### src/rtl/btw_pkg.sv
// Constants and types shared by the buffered timer waveform core
//
// Summary of operation
// - Zero count is the bottom of sequence
// - All-ones count is the maximum
// - Update at bottom or top, per mode
// - Count prescaled clock ticks, up or down
// - Upward at top, clear on next tick
// - Downward at zero, reload the top value
// - Count write is immediate and wins
// - Direction change accepted while counting
// - Event-count-on advances counter on events
// - Shadow write sets valid; update copies, clears
// - Active and shadow match both writable
// - Direct top write takes effect at once
// - Top below count wraps through full range
// - Buffered top moves only on update
// - Match sets channel flag next tick
// - Match shadows load only on update
// - Pin override needs mode, clock ticks, enable
// - Frequency mode toggles on every match
// - Single slope: set at top when counting up, clear match
// - Top supports two to sixteen bits
// - Dual slope set bottom, match clears/sets
`default_nettype none

package btw_pkg;

  localparam int          CNT_W       = 16;
  localparam int          N_CH        = 3;
  localparam logic [15:0] CNT_ZERO    = 16'h0000;
  localparam logic [15:0] CNT_ONE     = 16'h0001;
  localparam logic [15:0] CNT_MAX     = 16'hFFFF;
  localparam logic [15:0] TOP_RESET   = 16'hFFFF;
  localparam logic [15:0] MATCH_RESET = 16'h0000;
  localparam logic [15:0] TOP_MIN_PWM = 16'h0003;
  localparam int          PS_W        = 10;
  localparam int          SEL_W       = 3;

  typedef enum logic [1:0] {
    KIND_NORMAL = 2'h0,
    KIND_FREQ   = 2'h1,
    KIND_SINGLE = 2'h3,
    KIND_DUAL   = 2'h2
  } btw_kind_t;

  typedef enum logic {
    DIR_UP   = 1'b0,
    DIR_DOWN = 1'b1
  } btw_dir_t;

  // Divider minus one for each prescale choice
  function automatic logic [9:0] btw_ps_limit(input logic [2:0] sel);
    case (sel)
      3'h0:    btw_ps_limit = 10'h000;
      3'h1:    btw_ps_limit = 10'h001;
      3'h2:    btw_ps_limit = 10'h003;
      3'h3:    btw_ps_limit = 10'h007;
      3'h4:    btw_ps_limit = 10'h00F;
      3'h5:    btw_ps_limit = 10'h03F;
      3'h6:    btw_ps_limit = 10'h0FF;
      default: btw_ps_limit = 10'h3FF;
    endcase
  endfunction : btw_ps_limit

endpackage : btw_pkg

`default_nettype wire

### src/rtl/btw_timer.sv
// Top of the buffered 16-bit timer with three waveform channels
`timescale 1ns/10ps
`default_nettype none

module btw_timer #(
  parameter int N_CH = 3
) (
  input  wire logic             I_MCLK,
  input  wire logic             I_SYS_RST,
  input  wire logic             I_RUN_ENABLE,
  input  wire logic [2:0]       I_PRESCALE_CHOICE,
  input  wire logic             I_COUNT_DOWN,
  input  wire logic             I_EVENT_COUNT_ON,
  input  wire logic             I_EVENT_IN,
  input  wire logic [1:0]       I_WAVEFORM_KIND,
  input  wire logic [N_CH-1:0]  I_MATCH_OUTPUT_ON,
  input  wire logic [N_CH-1:0]  I_PIN_OUT,
  input  wire logic             I_COUNT_WR,
  input  wire logic [15:0]      I_COUNT_WDATA,
  input  wire logic             I_TOP_WR,
  input  wire logic [15:0]      I_TOP_WDATA,
  input  wire logic             I_TOP_SHADOW_WR,
  input  wire logic [15:0]      I_TOP_SHADOW_WDATA,
  input  wire logic [N_CH-1:0]  I_MATCH_WR,
  input  wire logic [15:0]      I_MATCH_WDATA,
  input  wire logic [N_CH-1:0]  I_MATCH_SHADOW_WR,
  input  wire logic [15:0]      I_MATCH_SHADOW_WDATA,
  input  wire logic [N_CH-1:0]  I_MATCH_FLAG_CLR,
  output logic [15:0]           O_COUNT_VALUE,
  output logic [15:0]           O_TOP_VALUE,
  output logic                  O_TOP_SHADOW_VALID,
  output logic [N_CH-1:0]       O_MATCH_SHADOW_VALID,
  output logic [N_CH-1:0]       O_MATCH_FLAG,
  output logic                  O_UPDATE,
  output logic                  O_DUAL_DOWN,
  output logic [N_CH-1:0]       O_WAVE_SIGNAL,
  output logic [N_CH-1:0]       O_WAVE_PIN_OUT
);

  // ------------------------------------------------------------------
  // Declarations
  // ------------------------------------------------------------------
  logic [15:0]          cnt_q;
  logic [15:0]          cnt_d;
  logic [15:0]          top_q;
  logic [15:0]          top_sh_q;
  logic                 top_sv_q;
  logic [15:0]          mat_q   [N_CH];
  logic [15:0]          mat_sh_q [N_CH];
  logic [N_CH-1:0]      mat_sv_q;
  logic [N_CH-1:0]      flag_q;
  logic [N_CH-1:0]      wave_q;
  logic [N_CH-1:0]      pin_q;
  logic                 upd_q;
  btw_pkg::btw_dir_t    dir_q;
  btw_pkg::btw_dir_t    dir_d;
  btw_pkg::btw_kind_t   kind;
  logic                 ps_tick;
  logic                 tick;
  logic                 adv;
  logic                 dual;
  logic                 down;
  logic [15:0]          top_eff;
  logic                 at_top;
  logic                 at_bot;
  logic                 upd;
  logic [N_CH-1:0]      eq;
  logic                 wave_mode;

  assign kind = btw_pkg::btw_kind_t'(I_WAVEFORM_KIND);
  assign dual = (kind == btw_pkg::KIND_DUAL);

  // ------------------------------------------------------------------
  // Tick source
  // ------------------------------------------------------------------
  btw_prescaler u_prescaler (
    .i_clk    (I_MCLK),
    .i_rst    (I_SYS_RST),
    .i_run    (I_RUN_ENABLE),
    .i_choice (I_PRESCALE_CHOICE),
    .o_tick   (ps_tick)
  );

  // Events replace prescaled ticks; run enable still gates both
  assign tick = I_RUN_ENABLE &&
                (I_EVENT_COUNT_ON ? I_EVENT_IN : ps_tick);

  // A count write suppresses the tick's own count step
  assign adv = tick && !I_COUNT_WR;

  // ------------------------------------------------------------------
  // Sequence decode
  // ------------------------------------------------------------------
  // Frequency mode takes its period from channel 0's match value
  assign top_eff = (kind == btw_pkg::KIND_FREQ) ? mat_q[0] : top_q;

  assign down   = dual ? (dir_q == btw_pkg::DIR_DOWN) : I_COUNT_DOWN;
  assign at_bot = (cnt_q == btw_pkg::CNT_ZERO);
  // Equality only: a top below the count is passed by and met
  // again after wrapping through the all-ones value
  assign at_top = (cnt_q == top_eff);

  // Dual slope updates at bottom; others at the end of their sweep
  assign upd = adv && (dual ? (down && at_bot)
                            : (down ? at_bot : at_top));

  always_comb begin
    for (int n = 0; n < N_CH; n++) begin
      eq[n] = (cnt_q == mat_q[n]);
    end
  end

  assign wave_mode = (kind != btw_pkg::KIND_NORMAL);

  // ------------------------------------------------------------------
  // Counter next value
  // ------------------------------------------------------------------
  always_comb begin
    cnt_d = cnt_q;
    dir_d = dir_q;
    if (!dual) begin
      dir_d = btw_pkg::DIR_UP;
    end
    if (I_COUNT_WR) begin
      cnt_d = I_COUNT_WDATA;
    end else if (tick) begin
      if (dual) begin
        if (!down) begin
          if (at_top && at_bot) begin
            cnt_d = btw_pkg::CNT_ZERO;
          end else if (at_top) begin
            cnt_d = cnt_q - btw_pkg::CNT_ONE;
            dir_d = btw_pkg::DIR_DOWN;
          end else begin
            cnt_d = cnt_q + btw_pkg::CNT_ONE;
          end
        end else begin
          if (at_bot) begin
            cnt_d = btw_pkg::CNT_ONE;
            dir_d = btw_pkg::DIR_UP;
          end else begin
            cnt_d = cnt_q - btw_pkg::CNT_ONE;
          end
        end
      end else if (down) begin
        if (at_bot) begin
          cnt_d = top_eff;
        end else begin
          cnt_d = cnt_q - btw_pkg::CNT_ONE;
        end
      end else begin
        if (at_top) begin
          cnt_d = btw_pkg::CNT_ZERO;
        end else begin
          // All ones plus one wraps to zero by width
          cnt_d = cnt_q + btw_pkg::CNT_ONE;
        end
      end
    end
  end

  always_ff @(posedge I_MCLK or posedge I_SYS_RST) begin
    if (I_SYS_RST) begin
      cnt_q <= btw_pkg::CNT_ZERO;
    end else begin
      cnt_q <= cnt_d;
    end
  end

  always_ff @(posedge I_MCLK or posedge I_SYS_RST) begin
    if (I_SYS_RST) begin
      dir_q <= btw_pkg::DIR_UP;
    end else begin
      dir_q <= dir_d;
    end
  end

  // ------------------------------------------------------------------
  // Top value and its shadow
  // ------------------------------------------------------------------
  // Direct write beats a same-cycle shadow copy
  always_ff @(posedge I_MCLK or posedge I_SYS_RST) begin
    if (I_SYS_RST) begin
      top_q <= btw_pkg::TOP_RESET;
    end else if (I_TOP_WR) begin
      top_q <= I_TOP_WDATA;
    end else if (upd && top_sv_q) begin
      top_q <= top_sh_q;
    end
  end

  always_ff @(posedge I_MCLK or posedge I_SYS_RST) begin
    if (I_SYS_RST) begin
      top_sh_q <= btw_pkg::TOP_RESET;
    end else if (I_TOP_SHADOW_WR) begin
      top_sh_q <= I_TOP_SHADOW_WDATA;
    end
  end

  // A write landing with the update keeps the flag set
  always_ff @(posedge I_MCLK or posedge I_SYS_RST) begin
    if (I_SYS_RST) begin
      top_sv_q <= 1'b0;
    end else if (I_TOP_SHADOW_WR) begin
      top_sv_q <= 1'b1;
    end else if (upd) begin
      top_sv_q <= 1'b0;
    end
  end

  // ------------------------------------------------------------------
  // Match values and their shadows
  // ------------------------------------------------------------------
  always_ff @(posedge I_MCLK or posedge I_SYS_RST) begin
    if (I_SYS_RST) begin
      for (int n = 0; n < N_CH; n++) begin
        mat_q[n] <= btw_pkg::MATCH_RESET;
      end
    end else begin
      for (int n = 0; n < N_CH; n++) begin
        if (I_MATCH_WR[n]) begin
          mat_q[n] <= I_MATCH_WDATA;
        end else if (upd && mat_sv_q[n]) begin
          mat_q[n] <= mat_sh_q[n];
        end
      end
    end
  end

  always_ff @(posedge I_MCLK or posedge I_SYS_RST) begin
    if (I_SYS_RST) begin
      for (int n = 0; n < N_CH; n++) begin
        mat_sh_q[n] <= btw_pkg::MATCH_RESET;
      end
    end else begin
      for (int n = 0; n < N_CH; n++) begin
        if (I_MATCH_SHADOW_WR[n]) begin
          mat_sh_q[n] <= I_MATCH_SHADOW_WDATA;
        end
      end
    end
  end

  always_ff @(posedge I_MCLK or posedge I_SYS_RST) begin
    if (I_SYS_RST) begin
      mat_sv_q <= '0;
    end else begin
      for (int n = 0; n < N_CH; n++) begin
        if (I_MATCH_SHADOW_WR[n]) begin
          mat_sv_q[n] <= 1'b1;
        end else if (upd) begin
          mat_sv_q[n] <= 1'b0;
        end
      end
    end
  end

  // ------------------------------------------------------------------
  // Match flags
  // ------------------------------------------------------------------
  // A match is flagged on the tick that moves the counter off it;
  // a new match beats a same-cycle clear
  always_ff @(posedge I_MCLK or posedge I_SYS_RST) begin
    if (I_SYS_RST) begin
      flag_q <= '0;
    end else begin
      for (int n = 0; n < N_CH; n++) begin
        if (tick && eq[n]) begin
          flag_q[n] <= 1'b1;
        end else if (I_MATCH_FLAG_CLR[n]) begin
          flag_q[n] <= 1'b0;
        end
      end
    end
  end

  always_ff @(posedge I_MCLK or posedge I_SYS_RST) begin
    if (I_SYS_RST) begin
      upd_q <= 1'b0;
    end else begin
      upd_q <= upd;
    end
  end

  // ------------------------------------------------------------------
  // Waveform generator
  // ------------------------------------------------------------------
  // Stopped or normal mode parks every wave signal low
  always_ff @(posedge I_MCLK or posedge I_SYS_RST) begin
    if (I_SYS_RST) begin
      wave_q <= '0;
    end else if (!I_RUN_ENABLE || !wave_mode) begin
      wave_q <= '0;
    end else if (adv) begin
      for (int n = 0; n < N_CH; n++) begin
        case (kind)
          btw_pkg::KIND_FREQ: begin
            if (eq[n]) begin
              wave_q[n] <= !wave_q[n];
            end
          end
          btw_pkg::KIND_SINGLE: begin
            if (!down && at_top) begin
              wave_q[n] <= 1'b1;
            end else if (eq[n]) begin
              wave_q[n] <= 1'b0;
            end
          end
          btw_pkg::KIND_DUAL: begin
            if (down && at_bot) begin
              wave_q[n] <= 1'b1;
            end else if (eq[n]) begin
              wave_q[n] <= down;
            end
          end
          default: begin
            wave_q[n] <= 1'b0;
          end
        endcase
      end
    end
  end

  // ------------------------------------------------------------------
  // Pin override
  // ------------------------------------------------------------------
  // Registered so the pin never sees a decode glitch, at one cycle
  // of latency after the wave signal
  always_ff @(posedge I_MCLK or posedge I_SYS_RST) begin
    if (I_SYS_RST) begin
      pin_q <= '0;
    end else begin
      for (int n = 0; n < N_CH; n++) begin
        if (wave_mode && !I_EVENT_COUNT_ON && I_MATCH_OUTPUT_ON[n]) begin
          pin_q[n] <= wave_q[n];
        end else begin
          pin_q[n] <= I_PIN_OUT[n];
        end
      end
    end
  end

  // ------------------------------------------------------------------
  // Outputs
  // ------------------------------------------------------------------
  assign O_COUNT_VALUE        = cnt_q;
  assign O_TOP_VALUE          = top_q;
  assign O_TOP_SHADOW_VALID   = top_sv_q;
  assign O_MATCH_SHADOW_VALID = mat_sv_q;
  assign O_MATCH_FLAG         = flag_q;
  assign O_UPDATE             = upd_q;
  assign O_DUAL_DOWN          = (dir_q == btw_pkg::DIR_DOWN);
  assign O_WAVE_SIGNAL        = wave_q;
  assign O_WAVE_PIN_OUT       = pin_q;

endmodule : btw_timer

`default_nettype wire

### src/rtl/btw_prescaler.sv
// Clock prescaler producing single-cycle timer ticks
`timescale 1ns/10ps
`default_nettype none

module btw_prescaler (
  input  wire logic       i_clk,
  input  wire logic       i_rst,
  input  wire logic       i_run,
  input  wire logic [2:0] i_choice,
  output logic            o_tick
);

  logic [9:0] div_q;
  logic [9:0] lim;

  assign lim    = btw_pkg::btw_ps_limit(i_choice);
  assign o_tick = i_run && (div_q >= lim);

  // Held at zero while stopped so the first period is full length
  always_ff @(posedge i_clk or posedge i_rst) begin
    if (i_rst) begin
      div_q <= 10'h000;
    end else if (!i_run || o_tick) begin
      div_q <= 10'h000;
    end else begin
      div_q <= div_q + 10'h001;
    end
  end

endmodule : btw_prescaler

`default_nettype wire

### config.mk
export PLATFORM = sky130hd
export DESIGN_NAME = btw_timer
export DESIGN_NICKNAME = d
export VERILOG_FILES = /design/src/rtl/btw_pkg.sv /design/src/rtl/btw_timer.sv /design/src/rtl/btw_prescaler.sv
export SDC_FILE = /design/constraint.sdc
export NUM_CORES = 1
export LEC_CHECK = 0
export BUFFER_PORTS_ARGS = -buffer_cell sky130_fd_sc_hd__buf_2
export CAP_MARGIN = 20
export CORE_ASPECT_RATIO = 0.7
export CORE_MARGIN = 2
export CORE_UTILIZATION = 58
export CTS_CLUSTER_SIZE = 30
export DETAILED_ROUTE_END_ITERATION = 8
export GPL_ROUTABILITY_DRIVEN = 1
export PLACE_DENSITY = 0.79
export SLEW_MARGIN = 20
export SYNTH_ARGS = -nofsm -noshare
export SYNTH_HDL_FRONTEND = slang
export SYNTH_SLANG_ARGS = --single-unit
### constraint.sdc
create_clock -name I_MCLK -period 10.4 [get_ports I_MCLK]
set_clock_uncertainty 0.2 [all_clocks]
set_input_delay 0 -clock I_MCLK [delete_from_list [all_inputs] [get_ports I_MCLK]]
set_output_delay 0 -clock I_MCLK [all_outputs]
set_load 0.005 [all_outputs]
==> Yosys cells after proc, flatten, opt, wreduce, memory -nomap -nowiden <==
Cells that the tools add are included.
{ "classes": {"n_eq_ne": 22, "reduce_logical": 47, "addsub": 3, "n_mux": 67, "magnitude_cmp": 1} }
{ "op_table": {"columns": ["op", "n"], "rows": [
  ["$mux W16", 19],
  ["$pmux W10 S7", 1],
  ["$eq A16 B16 Y1", 4],
  ["$mux W1", 41],
  ["$reduce_bool A2 Y1", 14],
  ["$logic_and A1 B1 Y1", 18],
  ["$add A16 B1 Y16 const B", 1],
  ["$logic_not A16 Y1", 1],
  ["$sub A16 B1 Y16 const B", 1],
  ["$ne A4 B1 Y1 const B", 3],
  ["$ne A4 B4 Y1 const B", 3],
  ["$reduce_and A4 Y1", 3],
  ["$add A10 B1 Y10 const B", 1],
  ["$ge A10 B10 Y1", 1],
  ["$mux W10", 1],
  ["$eq A3 B3 Y1 const B", 3],
  ["$ne A3 B2 Y1 const B", 3],
  ["$pmux W1 S3", 3],
  ["$logic_not A1 Y1", 8],
  ["$eq A3 B2 Y1 const B", 2],
  ["$mux W3", 2],
  ["$eq A2 B2 Y1 const B", 2],
  ["$eq A3 B1 Y1 const B", 1],
  ["$logic_not A3 Y1", 1],
  ["other kinds (2)", 3]
]} }
{ "word_totals": {"regBits": 169, "out_inout_bits": 47} }

==> Logic depth before layout (Yosys ltp) <==
{ "depth": {"depth_word": 11, "depth_mapped": 12} }

==> Modules after synthesis <==
Synthesis repeated with hierarchy kept, for this count alone.
{ "unflattened": {"cells_unflattened": 908, "hier_area_um2": 10062.2} }
{ "modules_own_cells": {"columns": ["mod", "area_per_inst_um2", "cells_per_inst", "instances", "seq_area_each_um2"], "rows": [
  ["btw_timer", 9370.2, 836, 1, 4018.9],
  ["btw_prescaler", 691.9, 72, 1, 250.2]
]} }

==> Worst setup path before layout <==
No wires, ideal clock.
{ "synth_timing": {"kind": "flip-flop to flip-flop", "start": "reg cnt_q[0], in the netlist O_COUNT_VALUE[0]", "end": "reg mat_q[0] in the netlist's numbering", "setup_ns": 0.132, "stages_incl_launch_ff": 12, "slack_ns": 7.305, "path_buffers": 2, "required_time_ns": 10.068, "synth_period_minus_slack_ns": 3.095, "arrival_time_ns": 2.763, "cell_sequence": "dfrtp_1 -> clkbuf_1 -> inv_1 -> ha_1 -> nor3b_1 -> nand2_1 -> or4_4 -> nor2_8 -> o211ai_4 -> buf_6 -> mux2i_1 -> o21ai_1"} }
{ "synth_between": {"elab_chain_cells": 6} }
{ "synth_lines": {"columns": ["item", "line_no", "source"], "rows": [
  ["start, declared", "btw_timer.sv:43", "logic [15:0] cnt_q;"],
  ["start signal, assigned", "btw_timer.sv:164", "cnt_q <= btw_pkg::CNT_ZERO;"],
  ["start signal, assigned", "btw_timer.sv:166", "cnt_q <= cnt_d;"],
  ["$eq A16 B16 Y1 / $logic_not A16 Y1 (equally long branches)", "btw_timer.sv:101, btw_timer.sv:98", null],
  ["$mux W1 / $logic_and A1 B1 Y1 (equally long branches)", "btw_timer.sv:105, btw_timer.sv:104", null],
  ["$mux W1 *", "btw_timer.sv:104", "assign upd = adv && (dual ? (down && at_bot)"],
  ["$logic_and A1 B1 Y1 *", "btw_timer.sv:104", null],
  ["$logic_and A1 B1 Y1 *", "btw_timer.sv:223", "end else if (upd && mat_sv_q[n]) begin"],
  ["$reduce_bool A2 Y1 (no source line) *", null, null],
  ["end signal, assigned by index", "btw_timer.sv:217", "mat_q[n] <= btw_pkg::MATCH_RESET;"],
  ["end signal, assigned by index", "btw_timer.sv:224", "mat_q[n] <= mat_sh_q[n];"],
  ["end, declared", "btw_timer.sv:48", "logic [15:0] mat_q [N_CH];"]
]} }
Mark *: on every way between the ends. The rest lies on a longest branch, timed or not.
A chain may end at the register's enable or synchronous reset.

==> Worst setup path after layout <==
{ "layout_timing": {"start": "in I_WAVEFORM_KIND[1]", "end": "reg top_q[8], in the netlist O_TOP_VALUE[8]"} }
{ "layout_between": {"elab_chain_cells": 8} }
{ "layout_lines": {"columns": ["item", "line_no", "source"], "rows": [
  ["start, declared", "btw_timer.sv:15", "input wire logic [1:0] I_WAVEFORM_KIND,"],
  ["$eq A2 B1 Y1", "btw_timer.sv:95", "assign top_eff = (kind == btw_pkg::KIND_FREQ) ? mat_q[0] : top_q;"],
  ["$mux W16", "btw_timer.sv:95", null],
  ["$eq A16 B16 Y1", "btw_timer.sv:101", "assign at_top = (cnt_q == top_eff);"],
  ["$mux W1", "btw_timer.sv:105", ": (down ? at_bot : at_top));"],
  ["$mux W1 *", "btw_timer.sv:104", null],
  ["$logic_and A1 B1 Y1 *", "btw_timer.sv:104", null],
  ["$logic_and A1 B1 Y1 *", "btw_timer.sv:187", "end else if (upd && top_sv_q) begin"],
  ["$reduce_bool A2 Y1 (no source line) *", null, null],
  ["end signal, assigned", "btw_timer.sv:184", "top_q <= btw_pkg::TOP_RESET;"],
  ["end signal, assigned", "btw_timer.sv:188", "top_q <= top_sh_q;"],
  ["end, declared", "btw_timer.sv:45", "logic [15:0] top_q;"]
]} }
Marks and branches as above.

==> results list <==
* Result of the run: complete, no violations
- STA puts the critical path data arrival time at 4600 ps.
* Total via count after detailed routing: 9,457
* Fraction of final layout cells with drive strength greater than 1: 0.239
- Clock net sink count: 169
* Number of setup violations in the final report: 0
- The number of antenna violations at the first check in global routing was 0.
- In this run the most critical hold path is launched from I_COUNT_WR.
- The cell area that synthesis handed to floorplanning was 0.00977 mm².
* Starting Density: 0.596
* Length in cells of the worst reg-to-reg path: 9
- Ports: 156
* Headroom to the max-slew limit: 0.316
* Setup Total Neg Slack: 0 ps
- For this run, design rule violations remaining after detail routing come to 0.
- The path with the worst hold slack has its endpoint at O_COUNT_VALUE[5].
* Required time of the worst setup path: 10,550 ps
* Share of power burned in the clock network: 0.361
- At the later pin of the worst-skew pair, clock insertion delay measures 440 ps.
- The congestion estimate from routability-driven global placement came to 0.980.
- Of the total power, registers draw 0.443.
- For this run, the total global-route usage over all layers was measured as 0.379.
- The share of total power dissipated in combinational logic is 0.196.
- Dividing total power by cell area gives a power density of 143 mW/mm².
* TritonCTS clock tree: built
- Class of the most critical hold timing path: in2reg
- The final max-slew violation count was 0.
- The worst register-to-register path begins at O_COUNT_VALUE[7].
- Utilization after layout: 0.787
- Number of storage elements in the synthesis netlist: 169
- Setup repair after global routing left no endpoint under its margin.
- The number of global-route vias before repair is 9,499.
- Chip Width: 159 µm
- Maximum vdd drop: 0.122 mV
* Inserted Diodes: 0
* Routed len/inst: 21.9 µm
* Clock Tree Root: clkbuf_16
- Post-layout nets: 1,410
- The H-tree was split into 4 levels.
* Hold Slack: 34.3 ps
- Of all flip-flops after synthesis, the portion carrying an async set or reset was 1.00.
* Post-detailed-route via-to-cell ratio: 6.18
- Cts-stage hold buffer count: 171
- Setup slack of the worst register-to-register path: 6150 ps
- Entering global routing, the biggest net connects 91 pins.
* Max-capacitance violation count: 0
- Part of the cycle the worst path needs: 0.427
- First-pass GRT wire length: 52.7 mm
* Cells after Synth: 1,005
- Unique cell type count in the Yosys netlist: 65
* Series of cell instances along the critical path: dlygate4sd3_1 -> buf_2 -> nand2b_1 -> mux2i_1 -> xnor2_1 -> o211ai_1 -> nor4_4 -> o211ai_4 -> mux2i_1 -> o21ai_1 -> dlygate4sd3_1
- On the worst path, the slowest cell contributes a delay of 740 ps.
- The worst setup path is captured at a flop.
- Worst-path maximum fanout: 16
- The critical path is of the in2reg type.
- The count of nets left with antenna violations once routing finished came out at 0.
* Avg Synthesized Cell Area: 9.72 µm²
- Drt total wl: 33.5 mm
- For this run, the leading register cell type out of synthesis is dfrtp_1.
- Final hold vios: 0
* Buf+Inv Stages, Crit Path: 3
- Detailed placement ended at an HPWL of 20.4 mm.
- Clock-pin slew was measured on the worst setup and hold paths at 60 ps.
* Worst hold path depth: 3
- Sum of overflow across all layers after global routing: 0
- The floorplan step defined a core boundary enclosing 0.0164 mm².
- The routed design could run at a clock period as short as 4450 ps.
* CTS max path bufs: 2
* Drt first pass iters: 8
- Share of the yosys chip area belonging to registers: 0.437
- Highest-count cells in the layout ignoring fill and taps: dlygate4sd3_1 (171), buf_2 (155), dfrtp_1 (137)
- Die span in y: 113 µm
- Of the total power, the share spent switching nets is 0.312.
- Master of the slowest instance on the critical path: nor4_4
- Worst slew pin tran: 1030 ps
- The area growth from synthesis to layout is 32.1%.
- Derived from the worst setup path, the maximum achievable clock frequency is 225 MHz.
* Synthesis warning total: 0
- Cell internal power dissipation: 1270 µW
- Post-CTS Setup Bufs: 0
- Synthesized Nets: 1,123
- In this run the static leakage power is 0.00591 µW.
- The library cell used most frequently in the layout, excluding fill and tap cells, is dlygate4sd3_1.
- STA classifies the critical path startpoint as an input pin.
- Die Outline Area: 0.0179 mm²
- The detailed router finished its first iteration with 1,047 violations.
- End of the worst register-to-register path: O_TOP_VALUE[8]
* Post-CTS Resized: 0
- The cell family contributing the most delay on the critical path is simple AND/OR/NAND/NOR gates.
- Row generation in the floorplan step produced 39 rows.
* P_sw: 576 µW
* Post-synth EDFFs: 0
- CTS buffer count: 17
* Port Buffers: 155
final cells by class:
cell class / instances / area, µm²
multi-input cells: 732 / 5060
inverters: 40 / 155
clock inverters: 15 / 179
well taps: 225 / 282
flip-flops and latches: 169 / 4270
fillers: 1058 / 3500
repair buffers: 332 / 2530
clock buffers: 17 / 425
power groups by stage:
| stage | clock network, µW | logic, µW | registers, µW |
|---|---|---|---|
| global placement | 0 | 277 | 820 |
| global route | 699 | 391 | 822 |
| floorplan | 0 | 220 | 770 |
| CTS | 666 | 345 | 810 |
| detailed placement | 0 | 283 | 821 |
| finish | 668 | 362 | 818 |
synthesized netlist by cell type (all sizes together), types with 5 or more instances:
cell      n  area, µm²
a211oi    9       67.6
a21o      5       37.5
a21oi    30        150
a221oi    6       52.6
a31oi    12       75.1
buf      18        118
clkbuf   46        174
dfrtp   137       3430
dfstp    32        841
ha        9        113
inv      40        150
mux2     65        732
mux2i    75        751
nand2   117        439
nand2b   19        119
nand3    22        115
nand4    11       68.8
nor2     56        226
nor3     16       85.1
nor4     13        103
o211ai    7        108
o21ai   102        510
o221ai    5       43.8
o22ai     8       50.1
o31ai     8       65.1
or2       7       43.8
or3       7       43.8
or4       5       45.0
xnor2    46        403
xor2     30        263
per-layer routing:
metal | GRT usage | vias to the layer above | share of wire
met4 | 0.150 | 2 | 0.036
met3 | 0.0831 | 136 | 0.11
met5 | 0 | - | 0.00027
met2 | 0.617 | 678 | 0.46
li1 | - | 4127 | -
met1 | 0.500 | 4514 | 0.39
worst min-delay path, cell delays in order:
cell	delay (ps)
buf_2	300
a21oi_1	230
a31oi_1	90
sequential cells by signal, indices dropped and copies added (netlist names), 10 cells and up:
register	count
O_COUNT_VALUE	16
O_TOP_VALUE	16
mat_q	48
mat_sh_q	48
top_sh_q	16
u_prescaler.div_q	10
stage by stage:
| stage | setup slack, ps | cell area [µm²] | std cells | total power (µW) |
|---|---|---|---|---|
| detailed placement | 6710 | 10600 | 1327 | 1100 |
| floorplan | 5680 | 9770 | 1005 | 990 |
| global placement | 6790 | 10600 | 1327 | 1100 |
| global route | 5850 | 12900 | 1530 | 1910 |
| finish | 5950 | 12900 | 1530 | 1850 |
| CTS | 6190 | 12900 | 1530 | 1820 |
worst max-delay path by stage:
stage / end / startpoint / cells after the start / slack, ps
after floorplan: O_COUNT_VALUE[0] / I_SYS_RST / 1 / 5680
after global placement: mat_q[23] / I_WAVEFORM_KIND[0] / 9 / 6790
after detailed placement: mat_q[31] / I_WAVEFORM_KIND[0] / 9 / 6710
after CTS: mat_q[6] / I_WAVEFORM_KIND[1] / 11 / 6190
after global routing: O_TOP_VALUE[12] / I_WAVEFORM_KIND[1] / 11 / 5850
final: O_TOP_VALUE[8] / I_WAVEFORM_KIND[1] / 11 / 5950
logic make-up after synthesis:
logic type,share of synthesized area
compound gates,0.141
mux,0.152
xor+xnor,0.0682
flops,0.437
fa+ha+maj,0.0115
simple gates,0.145
buf+inv,0.0452
Power figures use the tool's default switching activity.
